==> config.mk <==
export PLATFORM = sky130hd
export DESIGN_NAME = ssc_converter
export DESIGN_NICKNAME = d
export VERILOG_FILES = /design/src/ssc_pkg.sv /design/src/ssc_converter.sv /design/src/ssc_edge_det.sv /design/src/ssc_hold_byte.sv
export SDC_FILE = /design/constraint.sdc
export NUM_CORES = 1
export LEC_CHECK = 0
export BUFFER_PORTS_ARGS = -buffer_cell sky130_fd_sc_hd__buf_2
export CORE_ASPECT_RATIO = 1.5
export CORE_UTILIZATION = 57
export CTS_CLUSTER_SIZE = 28
export DETAILED_ROUTE_END_ITERATION = 7
export PLACE_DENSITY_LB_ADDON = 0.08
export SLEW_MARGIN = 20
export SYNTH_ARGS = -nofsm -noshare
export SYNTH_HDL_FRONTEND = slang
export SYNTH_SLANG_ARGS = --single-unit
==> constraint.sdc <==
create_clock -name clock_in -period 8.05 [get_ports clock_in]
set_input_delay 0.4025 -clock clock_in [delete_from_list [all_inputs] [get_ports clock_in]]
set_output_delay 0.4025 -clock clock_in [all_outputs]
set_load 0.02 [all_outputs]
==> src/ssc_pkg.sv <==
// Purpose: shared constants and types of the slave serial/parallel converter
// Assumes: one 10 MHz clock, all pins synchronous to it
// Notes: register map, control field positions, timing budget, state codes
// Behaviour
// - transfer data sits in two byte-wide holding registers, sixteen bits
// - serial-in word appears as 16 bits: high byte and low byte outputs
// - parallel-in serial-out length is configurable, eight or sixteen bits
// - eight-bit length shifts out a byte from state machine b or ADC
// - sixteen-bit length loads b into bits 7..0, a into 15..8, shifts all
// - clock phase zero allows only serial-in, never drives serial output
// - clock phase one allows both serial-in and parallel-in serial-out
// - serial clock idles low at polarity zero, high at polarity one
// - phase zero samples leading edge; phase one samples trailing edge
// - sync is raised around a parallel load, pausing ADC/PWM and /256 ticks
// - ADC buffer mode clocks ADC data into low outputs from a routed clock
// - buffered ADC byte appears on low outputs one clock after capture
// - byte select: zero gives sixteen bits, one gives low eight bits
// - direction select: zero serial-in parallel-out, one parallel-in out
// - route bit one puts low output byte onto eight matrix inputs
// - pin selector: 0x matrix, 10 serial output, 11 ADC serial output
// - clock phase and polarity each have their own adjacent control bit
// - one pin carries serial input or serial output depending on mode
// - serial clock and chip select arrive from routing, not pins
package ssc_pkg;
    localparam int ADDR_W = 4;
    localparam int DATA_W = 16;
    localparam int CNT_W = 5;

    localparam logic [3:0] OFS_CTRL = 4'h0;
    localparam logic [3:0] OFS_STATUS = 4'h1;
    localparam logic [3:0] OFS_PAR = 4'h2;
    localparam logic [3:0] OFS_SHIFT = 4'h3;

    localparam int CTRL_ADC_BUF = 0;
    localparam int CTRL_CPHA = 1;
    localparam int CTRL_CPOL = 2;
    localparam int CTRL_BYTE_SEL = 3;
    localparam int CTRL_DIR = 4;
    localparam int CTRL_ROUTE = 5;
    localparam int CTRL_SDIO_LO = 6;
    localparam int CTRL_P2S_ADC = 8;
    localparam int CTRL_USED_W = 9;
    localparam logic [DATA_W-1:0] CTRL_RESET = 16'h0000;

    localparam int STAT_BUSY = 0;
    localparam int STAT_SYNC = 1;
    localparam int STAT_STATE_LO = 2;
    localparam int STAT_CNT_LO = 6;

    localparam logic [1:0] SDIO_SEL_SPI = 2'b10;
    localparam logic [1:0] SDIO_SEL_ADC = 2'b11;

    localparam int CLK_PERIOD_NS = 100;
    localparam int CSS_MIN_NS = 250;
    localparam int CSS_CYCLES = CSS_MIN_NS / CLK_PERIOD_NS;
    localparam int SYNC_LOAD_CYCLES = 2;
    localparam int FSM_DIV = 256;
    localparam int DIV_W = $clog2(FSM_DIV);

    typedef enum logic [3:0] {
        SSC_IDLE = 4'b0001,
        SSC_SYNC = 4'b0010,
        SSC_LOAD = 4'b0100,
        SSC_SHIFT = 4'b1000
    } ssc_state_e;
endpackage

==> src/ssc_converter.sv <==
// Purpose: slave serial/parallel converter with ADC buffer mode
// Assumes: serial clock and chip select are routed levels, synchronous
// Notes: serial clock must stay slow against clock_in for edge detection
`timescale 1ns/100ps
module ssc_converter
    import ssc_pkg::*;
#(
    parameter int BYTE_W = 8,
    parameter int WORD_W = 16
)
(
    input wire logic clock_in, // system clock, 10 MHz
    input wire logic rst_in, // async reset, high
    input wire logic [ADDR_W-1:0] reg_addr_in, // register address
    input wire logic [DATA_W-1:0] reg_wdata_in, // register write data
    input wire logic reg_wr_in, // write strobe
    input wire logic reg_rd_in, // read strobe
    output logic [DATA_W-1:0] reg_rdata_out, // read data, next cycle
    input wire logic sclk_route_in, // serial clock from routing
    input wire logic chip_select_low_in, // chip select, low active
    input wire logic sdio_in, // data pin input level
    output logic sdio_out, // data pin output level
    output logic sdio_oe_out, // data pin output enable
    input wire logic matrix_dout_in, // matrix data for the pin
    input wire logic matrix_oe_in, // matrix enable for the pin
    input wire logic adc_serial_in, // ADC serial stream
    input wire logic [BYTE_W-1:0] adc_data_in, // ADC parallel byte
    input wire logic adc_buf_clk_in, // routed ADC buffer clock
    input wire logic [BYTE_W-1:0] state_machine_a_in, // machine a byte
    input wire logic [BYTE_W-1:0] state_machine_b_in, // machine b byte
    input wire logic adc_pwm_tick_in, // ADC/PWM clock enable
    input wire logic [BYTE_W-2:0] route_alt_in, // PWM and oscillator bits
    output logic [WORD_W-1:0] parallel_out, // serial-in word
    output logic [BYTE_W-1:0] matrix_route_out, // matrix input byte
    output logic sync_out, // load in progress
    output logic adc_pwm_tick_out, // gated ADC/PWM enable
    output logic fsm_tick_out // gated machine enable, /256
);
    // widths and timing budget checked at elaboration
    if (WORD_W != 2 * BYTE_W || WORD_W > DATA_W)
        $error("word must be two bytes within the bus");
    if (SYNC_LOAD_CYCLES > CSS_CYCLES)
        $error("load does not fit the select setup time");

    function automatic logic pick_edge(input logic sel, input logic on_fall,
                                       input logic rise, input logic fall);
        pick_edge = (sel ^ on_fall) ? fall : rise;
    endfunction

    logic [DATA_W-1:0] ctrl_reg;
    ssc_state_e state_reg;
    logic [CNT_W-1:0] bit_cnt_reg;
    logic [WORD_W-1:0] shift_reg;
    logic [DIV_W-1:0] div_reg;
    logic [DATA_W-1:0] rdata_reg;
    logic [BYTE_W-1:0] route_reg;
    logic sync_reg, sdo_bit_reg, sdio_out_reg, sdio_oe_reg;
    logic adc_tick_reg, fsm_tick_reg;
    logic adc_buf_en, cpha, cpol, byte_sel, dir_p2s, route_en, p2s_adc;
    logic [1:0] sdio_sel;

    assign adc_buf_en = ctrl_reg[CTRL_ADC_BUF];
    assign cpha = ctrl_reg[CTRL_CPHA];
    assign cpol = ctrl_reg[CTRL_CPOL];
    assign byte_sel = ctrl_reg[CTRL_BYTE_SEL];
    assign dir_p2s = ctrl_reg[CTRL_DIR];
    assign route_en = ctrl_reg[CTRL_ROUTE];
    assign sdio_sel = ctrl_reg[CTRL_SDIO_LO +: 2];
    assign p2s_adc = ctrl_reg[CTRL_P2S_ADC];

    logic [1:0] rise, fall;
    logic sclk_lead, sclk_trail, sample_edge, change_edge, adc_clk_rise;
    // serial clock and ADC buffer clock come from the routing matrix
    ssc_edge_det #(.WIDTH(2)) u_edges
    (
        .clock_in(clock_in),
        .rst_in(rst_in),
        .level_in({adc_buf_clk_in, sclk_route_in}),
        .rise_out(rise),
        .fall_out(fall)
    );

    // idle level sets which edge leads
    assign sclk_lead = pick_edge(cpol, 1'b0, rise[0], fall[0]);
    assign sclk_trail = pick_edge(cpol, 1'b1, rise[0], fall[0]);
    assign sample_edge = cpha ? sclk_trail : sclk_lead;
    assign change_edge = cpha ? sclk_lead : sclk_trail;
    assign adc_clk_rise = rise[1];

    logic shifting, p2s_active, count_edge, word_done;
    logic [CNT_W-1:0] last_bit;
    logic [WORD_W-1:0] shifted, load_word;

    assign shifting = (state_reg == SSC_SHIFT) && !chip_select_low_in;
    assign p2s_active = dir_p2s && cpha;
    assign count_edge = dir_p2s ? change_edge : sample_edge;
    assign last_bit = byte_sel ? CNT_W'(BYTE_W - 1)
                               : CNT_W'(WORD_W - 1);
    assign word_done = shifting && !dir_p2s && sample_edge
                       && (bit_cnt_reg == last_bit);
    assign shifted = {shift_reg[WORD_W-2:0], sdio_in};

    // eight-bit source is machine b or the ADC; sixteen packs a over b
    always_comb
    begin
        load_word = {state_machine_a_in, state_machine_b_in};
        if (byte_sel)
            load_word = {{BYTE_W{1'b0}},
                         p2s_adc ? adc_data_in : state_machine_b_in};
    end

    always_ff @(posedge clock_in or posedge rst_in)
    begin
        if (rst_in)
            ctrl_reg <= CTRL_RESET;
        else if (reg_wr_in && reg_addr_in == OFS_CTRL)
            ctrl_reg <= reg_wdata_in & DATA_W'((1 << CTRL_USED_W) - 1);
    end

    // select high forces idle from any state
    always_ff @(posedge clock_in or posedge rst_in)
    begin
        if (rst_in)
            state_reg <= SSC_IDLE;
        else if (chip_select_low_in)
            state_reg <= SSC_IDLE;
        else
        begin
            case (state_reg)
                SSC_IDLE:
                    state_reg <= p2s_active ? SSC_SYNC : SSC_SHIFT;
                SSC_SYNC:
                    state_reg <= SSC_LOAD;
                SSC_LOAD:
                    state_reg <= SSC_SHIFT;
                SSC_SHIFT:
                    state_reg <= SSC_SHIFT;
                default:
                    state_reg <= SSC_IDLE;
            endcase
        end
    end

    // sync spans the sync and load states so the captured word is stable
    always_ff @(posedge clock_in or posedge rst_in)
    begin
        if (rst_in)
            sync_reg <= 1'b0;
        else
            sync_reg <= !chip_select_low_in
                        && ((state_reg == SSC_IDLE && p2s_active)
                            || state_reg == SSC_SYNC);
    end

    always_ff @(posedge clock_in or posedge rst_in)
    begin
        if (rst_in)
            bit_cnt_reg <= '0;
        else if (chip_select_low_in || !shifting)
            bit_cnt_reg <= '0;
        else if (count_edge)
            bit_cnt_reg <= (bit_cnt_reg == last_bit) ? '0
                           : bit_cnt_reg + CNT_W'(1);
    end

    always_ff @(posedge clock_in or posedge rst_in)
    begin
        if (rst_in)
            shift_reg <= '0;
        else if (state_reg == SSC_LOAD)
            shift_reg <= load_word;
        else if (shifting && !dir_p2s && sample_edge)
            shift_reg <= shifted;
        else if (shifting && p2s_active && change_edge)
            shift_reg <= {shift_reg[WORD_W-2:0], 1'b0};
    end

    // most significant bit goes first, low byte msb in eight-bit mode
    always_ff @(posedge clock_in or posedge rst_in)
    begin
        if (rst_in)
            sdo_bit_reg <= 1'b0;
        else if (state_reg != SSC_SHIFT)
            sdo_bit_reg <= 1'b0;
        else if (p2s_active && change_edge)
            sdo_bit_reg <= byte_sel ? shift_reg[BYTE_W-1]
                                    : shift_reg[WORD_W-1];
    end

    logic [1:0] hold_load;
    logic [WORD_W-1:0] hold_data;

    // ADC buffer mode takes the low byte away from the serial path
    assign hold_load[1] = word_done && !byte_sel;
    assign hold_load[0] = adc_buf_en ? adc_clk_rise : word_done;
    assign hold_data[WORD_W-1:BYTE_W] = shifted[WORD_W-1:BYTE_W];
    assign hold_data[BYTE_W-1:0] = adc_buf_en ? adc_data_in
                                              : shifted[BYTE_W-1:0];

    genvar gi;
    generate
        for (gi = 0; gi < 2; gi++)
        begin : g_hold
            ssc_hold_byte #(.BYTE_W(BYTE_W)) u_hold
            (
                .clock_in(clock_in),
                .rst_in(rst_in),
                .load_in(hold_load[gi]),
                .data_in(hold_data[gi*BYTE_W +: BYTE_W]),
                .q_out(parallel_out[gi*BYTE_W +: BYTE_W])
            );
        end
    endgenerate

    // pin driver; serial output only while a phase-one unload runs
    always_ff @(posedge clock_in or posedge rst_in)
    begin
        if (rst_in)
        begin
            sdio_out_reg <= 1'b0;
            sdio_oe_reg <= 1'b0;
        end
        else
        begin
            case (sdio_sel)
                SDIO_SEL_SPI:
                begin
                    sdio_out_reg <= sdo_bit_reg;
                    sdio_oe_reg <= shifting && p2s_active;
                end
                SDIO_SEL_ADC:
                begin
                    sdio_out_reg <= adc_serial_in;
                    sdio_oe_reg <= 1'b1;
                end
                default:
                begin
                    sdio_out_reg <= matrix_dout_in;
                    sdio_oe_reg <= matrix_oe_in;
                end
            endcase
        end
    end

    always_ff @(posedge clock_in or posedge rst_in)
    begin
        if (rst_in)
            route_reg <= '0;
        else if (route_en)
            route_reg <= parallel_out[BYTE_W-1:0];
        else
            route_reg <= {1'b0, route_alt_in};
    end

    // divider keeps running; only its pulse is withheld during sync
    always_ff @(posedge clock_in or posedge rst_in)
    begin
        if (rst_in)
            div_reg <= '0;
        else
            div_reg <= div_reg + DIV_W'(1);
    end

    always_ff @(posedge clock_in or posedge rst_in)
    begin
        if (rst_in)
        begin
            fsm_tick_reg <= 1'b0;
            adc_tick_reg <= 1'b0;
        end
        else
        begin
            fsm_tick_reg <= (div_reg == '1) && !sync_reg;
            adc_tick_reg <= adc_pwm_tick_in && !sync_reg;
        end
    end

    always_ff @(posedge clock_in or posedge rst_in)
    begin
        if (rst_in)
            rdata_reg <= '0;
        else if (!reg_rd_in)
            rdata_reg <= '0;
        else
        begin
            case (reg_addr_in)
                OFS_CTRL:
                    rdata_reg <= ctrl_reg;
                OFS_STATUS:
                begin
                    rdata_reg <= '0;
                    rdata_reg[STAT_BUSY] <= state_reg != SSC_IDLE;
                    rdata_reg[STAT_SYNC] <= sync_reg;
                    rdata_reg[STAT_STATE_LO +: 4] <= state_reg;
                    rdata_reg[STAT_CNT_LO +: CNT_W] <= bit_cnt_reg;
                end
                OFS_PAR:
                    rdata_reg <= DATA_W'(parallel_out);
                OFS_SHIFT:
                    rdata_reg <= DATA_W'(shift_reg);
                default:
                    rdata_reg <= '0;
            endcase
        end
    end

    assign reg_rdata_out = rdata_reg;
    assign sdio_out = sdio_out_reg;
    assign sdio_oe_out = sdio_oe_reg;
    assign matrix_route_out = route_reg;
    assign sync_out = sync_reg;
    assign fsm_tick_out = fsm_tick_reg;
    assign adc_pwm_tick_out = adc_tick_reg;

    AST_CS_RELEASE:
    assert property (@(posedge clock_in) disable iff (rst_in)
        (chip_select_low_in && sdio_sel == SDIO_SEL_SPI)
        |=> !sdio_oe_out ##1 (bit_cnt_reg == '0))
    else $error("select high left output driven or count set");

    AST_CPHA0_NO_OUT:
    assert property (@(posedge clock_in) disable iff (rst_in)
        (!cpha && sdio_sel == SDIO_SEL_SPI) |=> !sdio_oe_out)
    else $error("serial output driven at phase zero");

    AST_SYNC_LOAD:
    assert property (@(posedge clock_in) disable iff (rst_in)
        (state_reg == SSC_IDLE && !chip_select_low_in && p2s_active)
        |=> sync_reg ##1 (sync_reg && state_reg == SSC_LOAD))
    else $error("sync missing around parallel load");

    AST_TICK_GATED:
    assert property (@(posedge clock_in) disable iff (rst_in)
        sync_reg |=> !fsm_tick_out && !adc_pwm_tick_out)
    else $error("tick passed during sync");

    AST_ADC_BUF:
    assert property (@(posedge clock_in) disable iff (rst_in)
        (adc_buf_en && adc_clk_rise)
        |=> parallel_out[BYTE_W-1:0] == $past(adc_data_in))
    else $error("ADC byte not buffered one clock later");

    AST_ROUTE:
    assert property (@(posedge clock_in) disable iff (rst_in)
        route_en |=> matrix_route_out == $past(parallel_out[BYTE_W-1:0]))
    else $error("low byte not routed to matrix");

    AST_ADC_PIN:
    assert property (@(posedge clock_in) disable iff (rst_in)
        (sdio_sel == SDIO_SEL_ADC)
        |=> sdio_oe_out && sdio_out == $past(adc_serial_in))
    else $error("ADC serial not on pin");

    AST_WORD16:
    assert property (@(posedge clock_in) disable iff (rst_in)
        (word_done && !byte_sel && !adc_buf_en)
        |=> parallel_out == $past(shifted))
    else $error("sixteen-bit word not presented");

    AST_LOAD16:
    assert property (@(posedge clock_in) disable iff (rst_in)
        (state_reg == SSC_LOAD && !byte_sel)
        |=> shift_reg == $past({state_machine_a_in, state_machine_b_in}))
    else $error("sixteen-bit load order wrong");
endmodule

==> src/ssc_edge_det.sv <==
// Purpose: rise and fall detection on synchronous level inputs
// Assumes: inputs already synchronous to clock_in
// Notes: edges come out combinationally, in the same cycle as the level changes
`timescale 1ns/100ps
module ssc_edge_det
#(
    parameter int WIDTH = 2
)
(
    input wire logic clock_in, // system clock
    input wire logic rst_in, // async reset, high
    input wire logic [WIDTH-1:0] level_in, // sampled levels
    output logic [WIDTH-1:0] rise_out, // low to high seen
    output logic [WIDTH-1:0] fall_out // high to low seen
);
    logic [WIDTH-1:0] prev_reg;

    if (WIDTH < 1)
        $error("edge detector needs at least one input");

    always_ff @(posedge clock_in or posedge rst_in)
    begin
        if (rst_in)
            prev_reg <= '0;
        else
            prev_reg <= level_in;
    end

    assign rise_out = level_in & ~prev_reg;
    assign fall_out = ~level_in & prev_reg;
endmodule

==> src/ssc_hold_byte.sv <==
// Purpose: one byte-wide parallel holding register
// Assumes: load is a one-cycle enable
// Notes: two of these make the sixteen-bit parallel output
`timescale 1ns/100ps
module ssc_hold_byte
#(
    parameter int BYTE_W = 8
)
(
    input wire logic clock_in, // system clock
    input wire logic rst_in, // async reset, high
    input wire logic load_in, // capture enable
    input wire logic [BYTE_W-1:0] data_in, // byte to capture
    output logic [BYTE_W-1:0] q_out // held byte
);
    if (BYTE_W < 1)
        $error("holding register needs at least one bit");

    always_ff @(posedge clock_in or posedge rst_in)
    begin
        if (rst_in)
            q_out <= '0;
        else if (load_in)
            q_out <= data_in;
    end
endmodule

==> flow_summary_export.csv <==
group,metric,value,unit
status,status,"finished, final reports clean",
grt,grt_remaining_overflow,0,
critical_path,path_cells,"or4b_4 > or2_1 > or3_4 > o31ai_4 > mux2_2",
cts,clk_path_buf_depth,2,
pwr,p_per_area,250,mW/mm^2
sta,worstMarginPinSlew,0.820,ns
critical_path,crit_slowest_cell,"or4b_4",
pwr,pwr-share-clk,26.5,%
grt,grt_pass1_vias,3063,
sta,fin_tns_setup,0,ns
critical_path,path_delay_family,"simple AND/OR/NAND/NOR gates",
grt,grt_use_met1,34.5,%
critical_path,cp_max_fo,11,
grt,top_usage_layer,"met2",
synthesis,synth_edf_count,0,
pwr,comb_power_share,23.2,%
pwr,internal-power,0.845,mW
synthesis,synthArstFlopShare,100,%
final_layout,area_delta_synth_final,18.9,%
cts,root_buffer,"clkbuf_8",
die,die_w,71.7,um
critical_path,critPathLaunch,"state_reg[2]",
grt,grt_util_all_layers,26.9,%
synthesis,synth-main-ff-cell,"dfrtp_1",
flow_run,max-cap-violations,0,
cts,numCtsBuffers,9,
cts,ctsHoldBuffers,0,
cts,clock-sinks,90,
cts,cts_resized,0,
final_layout,final_common_cell,"buf_2",
synthesis,yosysSeqAreaShare,54.2,%
routing,remaining_drc_errors,0,
die,die_height,107,um
pwr,peakVddDrop,0.000178,V
synthesis,syn_inst,352,
sta,grt_setup_unrepaired,"false",
critical_path,worst_ep_arrival_time,3.04,ns
cts,post_cts_buffers,0,
synthesis,ys_types,41,
critical_path,reg2reg_to,"g_hold[0].u_hold.q_out[7]",
grt,use_met3,5.83,%
grt,grt_first_pass_wirelength,15.5,mm
critical_path,crit_cells,5,
pwr,swShare,31.6,%
placed_design,gp_congestion,0.861,
routing,via_per_inst,5.96,
pwr,power.leakage,2.39,nW
sta,min_period,2.78,ns
sta,setup_viol,0,
critical_path,r2r_slack,5.27,ns
critical_path,crit_end,"g_hold[0].u_hold.q_out[7]",
final_layout,nets,515,
die,rows,37,
sta,finalHoldViolations,0,
synthesis,synth_area,0.00416,sq mm
sta,finalMaxSlewViolations,0,
critical_path,crit_path_max_incr_delay,0.60,ns
routing,drt_first_pass_iters,4,
grt,antenna_found_initial,0,
routing,first_iter_violations,316,
sta,slew-limit-headroom,45.4,%
cts,clock_latency,0.36,ns
final_layout,fillers,512,
placed_design,hpwl,6.46,mm
synthesis,ys_ff_latch,90,
final_layout,n_antenna_cell,0,
die,start_util,59.8,%
worst_hold_path,hp-class,"input pin to flop",
synthesis,synth_fp_nets,417,
die,die_area,0.00764,sq mm
sta,fin_skew,0.00636,ns
final_layout,final_cell_mix,"buf_2 (100), dfrtp_1 (89), mux2_2 (48)",
grt,grt_max_degree,91,
cts,h-tree-depth,3,
routing,vias,3170,
routing,routedWlPerCell,17.8,um
final_layout,layout-drive-gt1-share,40.3,%
critical_path,r2r-start,"state_reg[2]",
sta,max_freq,359,MHz
critical_path,rr_worst_depth,5,
cts,path_clk_slew,0.08,ns
critical_path,critPathLaunchType,"flop",
sta,post-route-period-util,34.6,%
critical_path,crit_type,"flop to flop",
critical_path,worst_ep_required_time,8.30,ns
placed_design,port_buffers,100,
die,ios,108,
routing,ant_nets,0,
synthesis,yosysWarnings,0,
pwr,p_switching,0.391,mW
synthesis,syn_avg_cell_area,11.8,sq um
die,fp.coreArea,0.00694,sq mm
grt,use_met2,44.5,%
final_layout,final_util,71.2,%
critical_path,critPathCaptureType,"flop",
routing,wl,9.49,mm
cts,tritoncts,"yes",
critical_path,path_buf_inv,0,
pwr,power_frac_seq,50.3,%
## power by group through the flow
stage | combinational, mW | clock [mW] | sequential (mW)
after floorplan | 0.184 | 0 | 0.628
after global placement | 0.279 | 0 | 0.626
after detailed placement | 0.287 | 0 | 0.629
after CTS | 0.289 | 0.333 | 0.620
after global routing | 0.312 | 0.348 | 0.633
final | 0.287 | 0.327 | 0.622
## synth_stat cells (2+ instances only)
master / n / share of area, %
o21ai_0: 14 / 1.7
nand3b_1: 6 / 1.1
a21oi_1: 26 / 3.1
ha_1: 2 / 0.60
clkbuf_1: 15 / 1.4
xor2_1: 5 / 1.1
nand2b_1: 3 / 0.45
nand2_1: 19 / 1.7
nor2_1: 29 / 2.6
buf_6: 2 / 0.54
nor3_1: 4 / 0.48
dfrtp_1: 89 / 54
mux2i_1: 20 / 4.8
a22oi_1: 23 / 4.2
nand3_1: 4 / 0.48
nor2b_1: 3 / 0.45
and3_1: 4 / 0.60
mux2_2: 48 / 13
or2_2: 2 / 0.30
xnor2_1: 6 / 1.3
inv_1: 3 / 0.27
nor4b_1: 2 / 0.42
a31oi_1: 2 / 0.30
or3b_2: 3 / 0.63
a222oi_1: 2 / 0.48
## how the worst min path moves through the flow
stage / startpoint / to / cells past startpoint
CTS: adc_buf_clk_in / u_edges.prev_reg[1] / 1
floorplan: sclk_route_in / u_edges.prev_reg[0] / 0
global placement: div_reg[0] / div_reg[0] / 1
finish: adc_buf_clk_in / u_edges.prev_reg[1] / 1
global route: adc_buf_clk_in / u_edges.prev_reg[1] / 1
detailed placement: div_reg[0] / div_reg[0] / 1
## cells by family after synthesis
group / Yosys count / share of synthesized area (%)
multiplexers: 68 / 17.8
buffers and inverters: 21 / 2.29
flip-flops: 90 / 54.2
AND/OR/NAND/NOR: 90 / 11.8
XOR/XNOR: 12 / 2.86
AO/OA/AOI/OAI: 69 / 10.4
adder cells (fa/ha/maj): 2 / 0.602
## worst register-to-register path: stages (launching register included)
cell and delay, ns:
dfrtp_1 0.49, or4b_4 0.61, or2_1 0.32, or3_4 0.39
o31ai_4 0.47, mux2_2 0.40
## layer usage
layer,vias up,part of all wire (%)
met5,-,0
met3,13,5.6
li1,1456,-
met4,0,1.4
met2,125,51
met1,1576,42
## layout make-up
type | count | area (sq um) | share of cell area (%)
clock inverters | 5 | 80.1 | 1.62
well taps | 78 | 97.6 | 1.98
flip-flops and latches | 90 | 2250 | 45.6
multi-input cells | 241 | 1830 | 37.0
clock buffers | 10 | 128 | 2.58
inverters | 3 | 12.5 | 0.253
repair buffers | 105 | 542 | 11.0
## stage by stage
step / std cells / setup WS (ns) / cell area (sq um) / hold WS (ns) / total power, mW
CTS: 532 / 5.26 / 4930 / 0.177 / 1.24
global placement: 517 / 5.33 / 4720 / 0.457 / 0.905
detailed placement: 517 / 5.30 / 4720 / 0.464 / 0.916
global route: 532 / 5.17 / 4940 / 0.173 / 1.29
floorplan: 352 / 5.31 / 4160 / 0.434 / 0.811
finish: 532 / 5.27 / 4940 / 0.192 / 1.24
(Power assumes the default switching activity.)
